`src/include/cmpirq_pkg.sv`:
```
// Package for the comparator control block: register map, field layout,
// reset values, encodings and timing constants.
// Assumes a 32-bit APB with one register per aligned word.

package cmpirq_pkg;

	// ****************************************************************
	// Register indices and address width
	// ****************************************************************
	localparam logic [3:0] CTRL_IDX   = 4'h0;
	localparam logic [3:0] MUX_IDX    = 4'h2;
	localparam logic [3:0] DIVREF_IDX = 4'h4;
	localparam logic [3:0] IRQEN_IDX  = 4'h6;
	localparam logic [3:0] STATUS_IDX = 4'h7;
	localparam logic [3:0] SLEEP_IDX  = 4'h8;
	localparam int unsigned ADDR_W    = 6;

	// ****************************************************************
	// Field positions
	// ****************************************************************
	localparam int unsigned CTRL_EN_B     = 0;
	localparam int unsigned CTRL_HYS_B    = 1;
	localparam int unsigned CTRL_LP_B     = 3;
	localparam int unsigned CTRL_EDGE_B   = 4;
	localparam int unsigned CTRL_PIN_B    = 6;
	localparam int unsigned CTRL_RSTBY_B  = 7;
	localparam int unsigned MUX_NEG_B     = 0;
	localparam int unsigned MUX_POS_B     = 3;
	localparam int unsigned MUX_INV_B     = 7;
	localparam int unsigned ST_FLAG_B     = 0;
	localparam int unsigned ST_STATE_B    = 4;
	localparam int unsigned ST_VALID_B    = 5;

	// ****************************************************************
	// Reset values
	// ****************************************************************
	localparam logic [7:0] CTRL_RST   = 8'h00;
	localparam logic [7:0] MUX_RST    = 8'h00;
	localparam logic [7:0] DIVREF_RST = 8'hff;

	// ****************************************************************
	// Encodings
	// ****************************************************************
	typedef enum logic [1:0] {
		EDGE_BOTH    = 2'h0,
		EDGE_RSVD    = 2'h1,
		EDGE_FALLING = 2'h2,
		EDGE_RISING  = 2'h3
	} cmpirq_edge_t;

	typedef enum logic [1:0] {
		SLP_ACTIVE  = 2'h0,
		SLP_IDLE    = 2'h1,
		SLP_STANDBY = 2'h2,
		SLP_PDOWN   = 2'h3
	} cmpirq_sleep_t;

	localparam logic [1:0] NEG_DIVREF = 2'h3;

	// ****************************************************************
	// Timing
	// ****************************************************************
	localparam int unsigned CLK_MHZ        = 25;
	localparam int unsigned STARTUP_NS     = 2500;
	localparam int unsigned STARTUP_CYCLES = (STARTUP_NS * CLK_MHZ + 999) / 1000;
	localparam int unsigned SYNC_STAGES    = 3;

endpackage

```
`src/include/cmpirq_sync_if.sv`:
```
// Interface between the control top and its result synchroniser.
// Assumes both ends run on the same peripheral clock.

`timescale 1ns/1ns
`default_nettype none

interface cmpirq_sync_if;
	logic raw;
	logic synced;
	logic rise;
	logic fall;
	modport ctrl (output raw, input synced, input rise, input fall);
	modport sync (input raw, output synced, output rise, output fall);
endinterface

`default_nettype wire

```
`src/rtl/cmpirq_sync.sv`:
```
// Result synchroniser with one-cycle edge pulses taken after the chain.
// Assumes a synchronous active-low reset and a clock enable.

`timescale 1ns/1ns
`default_nettype none

module cmpirq_sync #(
	parameter int unsigned STAGES = cmpirq_pkg::SYNC_STAGES
) (
	// Clock and reset
	input  wire logic      mclk_i,
	input  wire logic      reset_n_i,
	input  wire logic      clk_en_i,
	// Result path
	cmpirq_sync_if.sync    sif
);
	if (STAGES < 2) begin
		$error("cmpirq_sync needs at least two stages");
	end

	typedef struct packed {
		logic [STAGES-1:0] chain;
		logic              prev;
	} cmpirq_sync_state_t;

	cmpirq_sync_state_t st_ff;
	cmpirq_sync_state_t nxt_st;

	always_comb begin
		nxt_st = st_ff;
		if (clk_en_i) begin
			nxt_st.chain = {st_ff.chain[STAGES-2:0], sif.raw};
			nxt_st.prev  = st_ff.chain[STAGES-1];
		end
	end

	always_ff @(posedge mclk_i) begin
		if (!reset_n_i) begin
			st_ff <= '0;
		end else begin
			st_ff <= nxt_st;
		end
	end

	// Only the last stage is observed; edges compare it with the previous cycle.
	assign sif.synced = st_ff.chain[STAGES-1];
	assign sif.rise   = clk_en_i & st_ff.chain[STAGES-1] & ~st_ff.prev;
	assign sif.fall   = clk_en_i & ~st_ff.chain[STAGES-1] & st_ff.prev;
endmodule

`default_nettype wire

```
`src/rtl/cmpirq_top.sv`:
```
// Digital control around an analog comparator: input selection, result
// shaping, pin drive, level event, edge interrupt and APB registers.
// Assumes the analog core answers with a raw compare bit and that sleep
// state comes from the power controller synchronous to mclk_i.
//
// The APB register port and the address map were left to the implementer.

`timescale 1ns/1ns
`default_nettype none

// Overview of operation
// Result is high only when positive input exceeds negative input.
// Positive mux picks one of four pins; negative one of three or divider.
// Software configures pins and muxes before setting enable.
// Result flagged invalid for the start-up time after enabling.
// Two-bit hysteresis field selects off or three levels.
// Low-power bit trades current for longer propagation delay.
// Result goes continuously to software, event and pin together.
// Interrupt edge is rising, falling or both by selection field.
// Matching edge sets the flag regardless of interrupt enable.
// Enable bit one permits the interrupt; zero blocks it.
// Request asserted while enable and flag set, until flag cleared.
// Level event follows the result asynchronously, no clock.
// No event inputs; behaviour depends on registers and analog inputs.
// Software sets pin direction or pin floats when disabled.
// Idle sleep behaves exactly like active operation.
// Standby disables block unless run-in-standby is set.
// Power-down disables comparator and pin output unconditionally.
// Edge field: 0 both, 2 falling, 3 rising, 1 reserved.
// Writing one clears the flag; zero leaves it.
// State bit follows result through a three-cycle synchroniser.
// Inversion applies before pin, event, state bit and edge detector.
// Edge detection compares synchronized result with previous cycle.
module cmpirq_top (
	// Clock and reset
	input  wire logic        mclk_i,
	input  wire logic        reset_n_i,
	input  wire logic        clk_en_i,
	// APB slave
	input  wire logic        psel_i,
	input  wire logic        penable_i,
	input  wire logic        pwrite_i,
	input  wire logic [31:0] paddr_i,
	input  wire logic [31:0] pwdata_i,
	output logic      [31:0] prdata_o,
	output logic             pready_o,
	output logic             pslverr_o,
	// Power controller
	input  wire logic [1:0]  sleep_mode_i,
	// Analog core
	input  wire logic        analog_result_i,
	output logic             analog_enable_o,
	output logic [1:0]       positive_input_select_o,
	output logic [1:0]       negative_input_select_o,
	output logic [1:0]       hysteresis_level_o,
	output logic             low_power_select_o,
	output logic [7:0]       internal_reference_divider_o,
	// Result pin, event and interrupt
	output logic             result_pin_o,
	output logic             result_pin_oe_o,
	output logic             result_event_o,
	output logic             irq_o
);
	// ****************************************************************
	// State
	// ****************************************************************
	typedef struct packed {
		logic [7:0]  ctrl;
		logic [7:0]  mux;
		logic [7:0]  divref;
		logic        irq_en;
		logic        flag;
		logic [11:0] startup_cnt;
		logic [31:0] rdata;
	} cmpirq_state_t;

	if (cmpirq_pkg::STARTUP_CYCLES >= 4096) begin
		$error("start-up count overflows its counter");
	end

	cmpirq_state_t st_ff;
	cmpirq_state_t nxt_st;

	cmpirq_sync_if sif ();

	function automatic logic is_reg(input logic [31:0] addr, input logic [3:0] idx);
		is_reg = (addr[cmpirq_pkg::ADDR_W-1:0] == {idx, 2'b00})
			&& (addr[31:cmpirq_pkg::ADDR_W] == '0);
	endfunction

	// ****************************************************************
	// Analog side and result shaping
	// ****************************************************************
	logic         running;
	logic         enabled;
	logic         shaped;
	logic [1:0]   edge_sel;
	logic         edge_hit;
	logic         access;
	logic         wr;
	logic         mapped;
	logic         startup_done;

	assign enabled = st_ff.ctrl[cmpirq_pkg::CTRL_EN_B];

	always_comb begin
		case (cmpirq_pkg::cmpirq_sleep_t'(sleep_mode_i))
			cmpirq_pkg::SLP_ACTIVE:  running = enabled;
			cmpirq_pkg::SLP_IDLE:    running = enabled;
			cmpirq_pkg::SLP_STANDBY: running = enabled
				& st_ff.ctrl[cmpirq_pkg::CTRL_RSTBY_B];
			cmpirq_pkg::SLP_PDOWN:   running = 1'b0;
			default:                 running = 1'b0;
		endcase
	end

	// The analog core compares; R3 and R14 are software duties outside here.
	assign analog_enable_o              = running;
	assign positive_input_select_o      = st_ff.mux[cmpirq_pkg::MUX_POS_B +: 2];
	assign negative_input_select_o      = st_ff.mux[cmpirq_pkg::MUX_NEG_B +: 2];
	assign hysteresis_level_o           = st_ff.ctrl[cmpirq_pkg::CTRL_HYS_B +: 2];
	assign low_power_select_o           = st_ff.ctrl[cmpirq_pkg::CTRL_LP_B];
	assign internal_reference_divider_o = st_ff.divref;

	// Result is a pure gate path so the event needs no clock.
	assign shaped          = running & (analog_result_i ^ st_ff.mux[cmpirq_pkg::MUX_INV_B]);
	assign result_event_o  = shaped;
	assign result_pin_o    = shaped;
	assign result_pin_oe_o = running & st_ff.ctrl[cmpirq_pkg::CTRL_PIN_B];
	assign sif.raw         = shaped;

	assign edge_sel = st_ff.ctrl[cmpirq_pkg::CTRL_EDGE_B +: 2];
	always_comb begin
		case (cmpirq_pkg::cmpirq_edge_t'(edge_sel))
			cmpirq_pkg::EDGE_BOTH:    edge_hit = sif.rise | sif.fall;
			cmpirq_pkg::EDGE_FALLING: edge_hit = sif.fall;
			cmpirq_pkg::EDGE_RISING:  edge_hit = sif.rise;
			default:                  edge_hit = 1'b0;
		endcase
	end

	assign startup_done = (st_ff.startup_cnt == 12'(cmpirq_pkg::STARTUP_CYCLES));
	assign irq_o        = st_ff.irq_en & st_ff.flag;

	// ****************************************************************
	// APB slave
	// ****************************************************************
	assign access    = psel_i & penable_i;
	assign wr        = access & pwrite_i;
	assign mapped    = is_reg(paddr_i, cmpirq_pkg::CTRL_IDX) | is_reg(paddr_i, cmpirq_pkg::MUX_IDX)
		| is_reg(paddr_i, cmpirq_pkg::DIVREF_IDX) | is_reg(paddr_i, cmpirq_pkg::IRQEN_IDX)
		| is_reg(paddr_i, cmpirq_pkg::STATUS_IDX) | is_reg(paddr_i, cmpirq_pkg::SLEEP_IDX);
	assign pready_o  = 1'b1;
	assign pslverr_o = access & ~mapped;
	assign prdata_o  = st_ff.rdata;

	always_comb begin
		nxt_st = st_ff;
		if (clk_en_i) begin
			// Start-up counter restarts whenever the comparator stops.
			if (!running) begin
				nxt_st.startup_cnt = '0;
			end else if (!startup_done) begin
				nxt_st.startup_cnt = st_ff.startup_cnt + 12'h001;
			end
			if (wr && is_reg(paddr_i, cmpirq_pkg::CTRL_IDX)) begin
				nxt_st.ctrl = pwdata_i[7:0];
			end
			if (wr && is_reg(paddr_i, cmpirq_pkg::MUX_IDX)) begin
				nxt_st.mux = pwdata_i[7:0] & 8'h9b;
			end
			if (wr && is_reg(paddr_i, cmpirq_pkg::DIVREF_IDX)) begin
				nxt_st.divref = pwdata_i[7:0];
			end
			if (wr && is_reg(paddr_i, cmpirq_pkg::IRQEN_IDX)) begin
				nxt_st.irq_en = pwdata_i[0];
			end
			if (wr && is_reg(paddr_i, cmpirq_pkg::STATUS_IDX) && pwdata_i[cmpirq_pkg::ST_FLAG_B]) begin
				nxt_st.flag = 1'b0;
			end
			// Set beats a clear in the same cycle; enable does not gate it.
			if (edge_hit) begin
				nxt_st.flag = 1'b1;
			end
			// Read data is sampled in the setup cycle so it is stable in access.
			nxt_st.rdata = '0;
			if (psel_i && !penable_i && !pwrite_i) begin
				if (is_reg(paddr_i, cmpirq_pkg::CTRL_IDX)) begin
					nxt_st.rdata[7:0] = st_ff.ctrl;
				end else if (is_reg(paddr_i, cmpirq_pkg::MUX_IDX)) begin
					nxt_st.rdata[7:0] = st_ff.mux;
				end else if (is_reg(paddr_i, cmpirq_pkg::DIVREF_IDX)) begin
					nxt_st.rdata[7:0] = st_ff.divref;
				end else if (is_reg(paddr_i, cmpirq_pkg::IRQEN_IDX)) begin
					nxt_st.rdata[0] = st_ff.irq_en;
				end else if (is_reg(paddr_i, cmpirq_pkg::STATUS_IDX)) begin
					nxt_st.rdata[cmpirq_pkg::ST_FLAG_B]  = st_ff.flag;
					nxt_st.rdata[cmpirq_pkg::ST_STATE_B] = sif.synced;
					nxt_st.rdata[cmpirq_pkg::ST_VALID_B] = startup_done;
				end else if (is_reg(paddr_i, cmpirq_pkg::SLEEP_IDX)) begin
					nxt_st.rdata[1:0] = sleep_mode_i;
				end else begin
					nxt_st.rdata = '0;
				end
			end else begin
				nxt_st.rdata = st_ff.rdata;
			end
		end
	end

	always_ff @(posedge mclk_i) begin
		if (!reset_n_i) begin
			st_ff.ctrl        <= cmpirq_pkg::CTRL_RST;
			st_ff.mux         <= cmpirq_pkg::MUX_RST;
			st_ff.divref      <= cmpirq_pkg::DIVREF_RST;
			st_ff.irq_en      <= 1'b0;
			st_ff.flag        <= 1'b0;
			st_ff.startup_cnt <= '0;
			st_ff.rdata       <= '0;
		end else begin
			st_ff <= nxt_st;
		end
	end

	// ****************************************************************
	// Synchroniser
	// ****************************************************************
	cmpirq_sync #(
		.STAGES (cmpirq_pkg::SYNC_STAGES)
	) u_sync (
		.mclk_i    (mclk_i),
		.reset_n_i (reset_n_i),
		.clk_en_i  (clk_en_i),
		.sif       (sif.sync)
	);
endmodule

`default_nettype wire

```
`config.mk`:
```
export PLATFORM = sky130hd
export DESIGN_NAME = cmpirq_top
export DESIGN_NICKNAME = d
export VERILOG_FILES = /design/src/include/cmpirq_pkg.sv /design/src/include/cmpirq_sync_if.sv /design/src/rtl/cmpirq_sync.sv /design/src/rtl/cmpirq_top.sv
export SDC_FILE = /design/constraint.sdc
export NUM_CORES = 1
export LEC_CHECK = 0
export BUFFER_PORTS_ARGS = -buffer_cell sky130_fd_sc_hd__buf_2
export CORE_MARGIN = 5
export CORE_UTILIZATION = 45
export CTS_CLUSTER_SIZE = 28
export DETAILED_ROUTE_END_ITERATION = 10
export GPL_TIMING_DRIVEN = 0
export PLACE_DENSITY = 0.86
export SYNTH_ARGS = -nofsm -noshare
export SYNTH_HDL_FRONTEND = slang
export SYNTH_HIERARCHICAL = 1
export SYNTH_SLANG_ARGS = --single-unit
```
`constraint.sdc`:
```
create_clock -name mclk_i -period 4.5 [get_ports mclk_i]
set_input_delay 0.9 -clock mclk_i [delete_from_list [all_inputs] [get_ports mclk_i]]
set_output_delay 0.9 -clock mclk_i [all_outputs]
set_load 0.02 [all_outputs]
```
==> results.md <==
* HP Class: register to register
* First-pass GRT wire length at roughly 11 mm
* Total clock buffers created by CTS at 5
* Start point of the worst min-delay path: prdata_o[2]
* Max Slew Vio Count at 0
* CTS H-Tree Depth at 2
* Critical path data arrival time at 2340 ps
* Warnings from Yosys at 6
* Max Clock Skew at 3.752 ps
* Endpoints failing hold at 0
* Accumulated negative setup slack at 0 ps
* Clock Sink Count at 47
* Util after Layout at 57.06%
* Number of vias in the routed layout at roughly 2600
* Highest clock frequency the design can meet at 309.0 MHz
* Startpoint types: primary input
* Final setup violation count at 0
* Synth async-reset ratio at 0%
* Cell family with the largest share of critical-path delay: simple AND/OR/NAND/NOR gates
* Core Box Area at a little under 6000 um2
* First-pass iteration count of the detailed router at 5
* Number of flops mapped to enable cells by yosys at 0
* Worst setup slack after placement at 1258 ps
* Top flip-flop cell by instance count after synthesis: dfxtp_1
* Count of distinct cell types in the synthesized netlist at 47
* Most Frequent Cell on Critical Path: buf_2
* Initial core utilization at a little under half
* Via/cell ratio at 4.982
* Register-to-register path setup slack at 2190 ps
* Relative slew slack at 51.51%
* Final routed wire length divided by cell count at 13.66 um
* Total Routed Length at 7.008 mm
* Clock edge transition at the registers on the reported setup and hold paths at 80 ps
* Actual transition at the worst max-transition pin at 725.8 ps
* Sequential element share of the synthesized area at 34.53%
* Pin count of the biggest net entering global routing at 14
* Post-CTS setup-driven buffer insertion count at 0
* Highest metal layer used by the detailed router: met4
* Seq cells post-synth at 47
* Max stage delay cell, worst path: or4_4
* Root cell of the clock tree: clkbuf_8
* RSZ-0062 raised after global routing: no
* Fraction of final layout cells sized beyond drive strength 1 at 33.33%
* Peak fanout along the critical path at 3
* Sum of met3 wire segment lengths after detailed routing at roughly 550 um
* Minimum clock period after layout at 3236 ps
* List of cells traversed by the critical path: buf_2, or4_4, nor3_1, o211ai_1, and3_1, buf_2
* Buffering stage count on the worst path with inverters included at 2
* Max VDD drop at 141.1 uV
* Longest Clk Path Bufs at 2
* Number of buffers added on ports at between 70 and 80
* CTS tree: done
* Endpoint required time on the critical path at 3600 ps
* Placed wire-length estimate after detailed placement at between 5 and 6 mm
* Average cell area after synthesis at 8.233 um2
* Syn Inst Count at 331
* Run status: finished clean
* Critical Setup Path Class: primary input to output port
* Leftover overflow at the end of global routing at 0
* Die Y-Extent at just under 90 um
* R2r startpoint: st_ff[69]
* Post-route fraction of the period consumed by the critical path at 71.92%
* Post-route met1 wirelength at 2.914 mm
* Layout area overhead at 23.97%
* Power density over the cells at 231.2 nW/um2
* Vias in the first global route at 2408
* Delay of the slowest cell on the worst path at 550 ps
* Fill count at 554
* Chip width at 87.82 um
* Number of antenna violations at the first check in global routing at 0
* ANT nets after route at 0
* Met2 Routed Length at 3.330 mm
* Die area at 7712 um2
* Terminus of the critical flop-to-flop path: st_ff[35]
* Gates resized, CTS repair at 0
* Fin nets at 512
* Area of the mapped netlist at 2725 um2
* Antenna diodes at 0
* # Max-Cap Violations at 0
* Routability-driven placement congestion ratio at 0.8915
* Leakage power at around 1.6 nW
* # IOs at 127
* Number of design-rule violations left by the first detailed-router iteration at 208
* Num rows at 28
* Hold path endpoint: prdata_o[2]
* Insertion delay of the later-clocked pin in the worst-skew pair at 300 ps
* Fin worst setup slack at 1264 ps
* Worst Reg-to-Reg Cells at 6
* Hold Crit Depth at 2
* Kind of end point of the critical path: output port
* Hold Buf Count CTS at 0
* Global Route Usage Sum at 18.22%
* DRC violation count after routing at 0
synthesized netlist by cell type, drive strengths merged, types with 5 or more instances:
cell type | number | area (um2)
buf | 55 | 411.6
nand2 | 49 | 183.9
dfxtp | 47 | 940.9
mux2i | 29 | 290.3
nor2 | 21 | 78.83
nor3 | 12 | 65.06
o21ai | 12 | 60.06
a21oi | 11 | 55.05
nand3 | 10 | 50.05
clkbuf | 7 | 26.28
nor4 | 7 | 43.79
inv | 6 | 22.52
xnor2 | 6 | 52.55
and2 | 5 | 31.28
and3 | 5 | 31.28
nor2b | 5 | 31.28
xor2 | 5 | 43.79
report_power, final:
part	internal [mW]	total (mW)	leakage, nW	switching, mW
registers	0.416	0.416	0.379	0.000462
logic	0.0426	0.103	1.15	0.0600
clock network	0.121	0.262	0.0470	0.141
worst max-delay path by stage:
stage | from | end | slack [ps] | cells after the start
finish | paddr_i[21] | pslverr_o | 1260 | 6
global route | paddr_i[7] | pslverr_o | 1100 | 7
CTS | paddr_i[21] | pslverr_o | 1260 | 6
detailed placement | paddr_i[21] | pslverr_o | 1260 | 6
global placement | paddr_i[21] | pslverr_o | 1280 | 6
floorplan | paddr_i[21] | pslverr_o | 1590 | 4
sequential cells by signal (all words and copies together), names as in the netlist:
signal and flops:
u_sync/sif.synced 1, internal_reference_divider_o 8, st_ff 17, low_power_select_o 1
positive_input_select_o 2, edge_sel 2, hysteresis_level_o 2, prdata_o 8
u_sync/st_ff 3, negative_input_select_o 2, enabled 1
logic make-up (layout without fill, tap and decap cells):
| kind of cell | after synthesis | in the layout | share of synthesized area (%) |
|---|---|---|---|
| AOI/OAI and AO/OA | 40 | 40 | 8.953 |
| xor gates and xnor gates | 11 | 11 | 3.535 |
| adders and majority gates | 1 | 1 | 0.4591 |
| buffers and inverters | 69 | 153 | 17.03 |
| DFF | 47 | 47 | 34.53 |
| muxes | 30 | 30 | 11.07 |
| other | 2 | 25 | 0.2756 |
| and+or+nand+nor | 131 | 131 | 24.15 |
worst min-delay path, stage by stage, from the launching register on:
cell and delay (ps):
dfxtp_1 330, nand2_1 50, o21ai_0 60
final cells by class:
cell class / instances / area, um2 / share of cell area (%)
Tap cell: 75 / 93.84 / 2.778
Clock buffer: 6 / 82.58 / 2.444
Timing Repair Buffer: 77 / 385.4 / 11.41
Buffer: 62 / 437.9 / 12.96
Sequential cell: 47 / 940.9 / 27.85
Clock inverter: 1 / 5.005 / 0.1481
Inverter: 7 / 26.28 / 0.7778
Multi-Input combinational cell: 238 / 1406 / 41.63
stage by stage:
| stage | cell area [um2] | hold WS [ps] | instances | power [mW] |
|---|---|---|---|---|
| final | 3378 | 466.1 | 513 | 0.7810 |
| after global routing | 3378 | 503.2 | 513 | 0.8136 |
| after CTS | 3378 | 473.5 | 513 | 0.7784 |
| after detailed placement | 3291 | 454.8 | 506 | 0.5266 |
| after global placement | 3291 | 438.6 | 506 | 0.5250 |
| after floorplan | 2811 | 426.3 | 354 | 0.4915 |
per-layer routing:
| metal | GRT usage (%) | vias up |
|---|---|---|
| met5 | 0 | - |
| met4 | 8.647 | 0 |
| met3 | 2.352 | 17 |
| met2 | 32.19 | 102 |
| met1 | 21.73 | 1158 |
| li1 | - | 1279 |
layout by cell type (no fill, tap or decap), types with 3 or more instances in the layout:
master,netlist,final
nand3_1,10,10
nand2_1,49,49
nor2_1,21,21
buf_4,50,50
a21oi_1,11,11
mux2i_1,29,29
dfxtp_1,47,47
clkbuf_1,7,7
conb_1,2,25
xor2_1,5,5
nor4_1,7,7
buf_2,2,79
xnor2_1,6,6
nor2b_1,5,5
inv_1,6,6
or4_4,3,3
o21ai_0,12,12
o31ai_1,3,3
and2_1,5,5
nor3_1,11,11
and3_1,5,5
nand4_1,4,4
clkbuf_8,0,6
(Power assumes the default switching activity.)
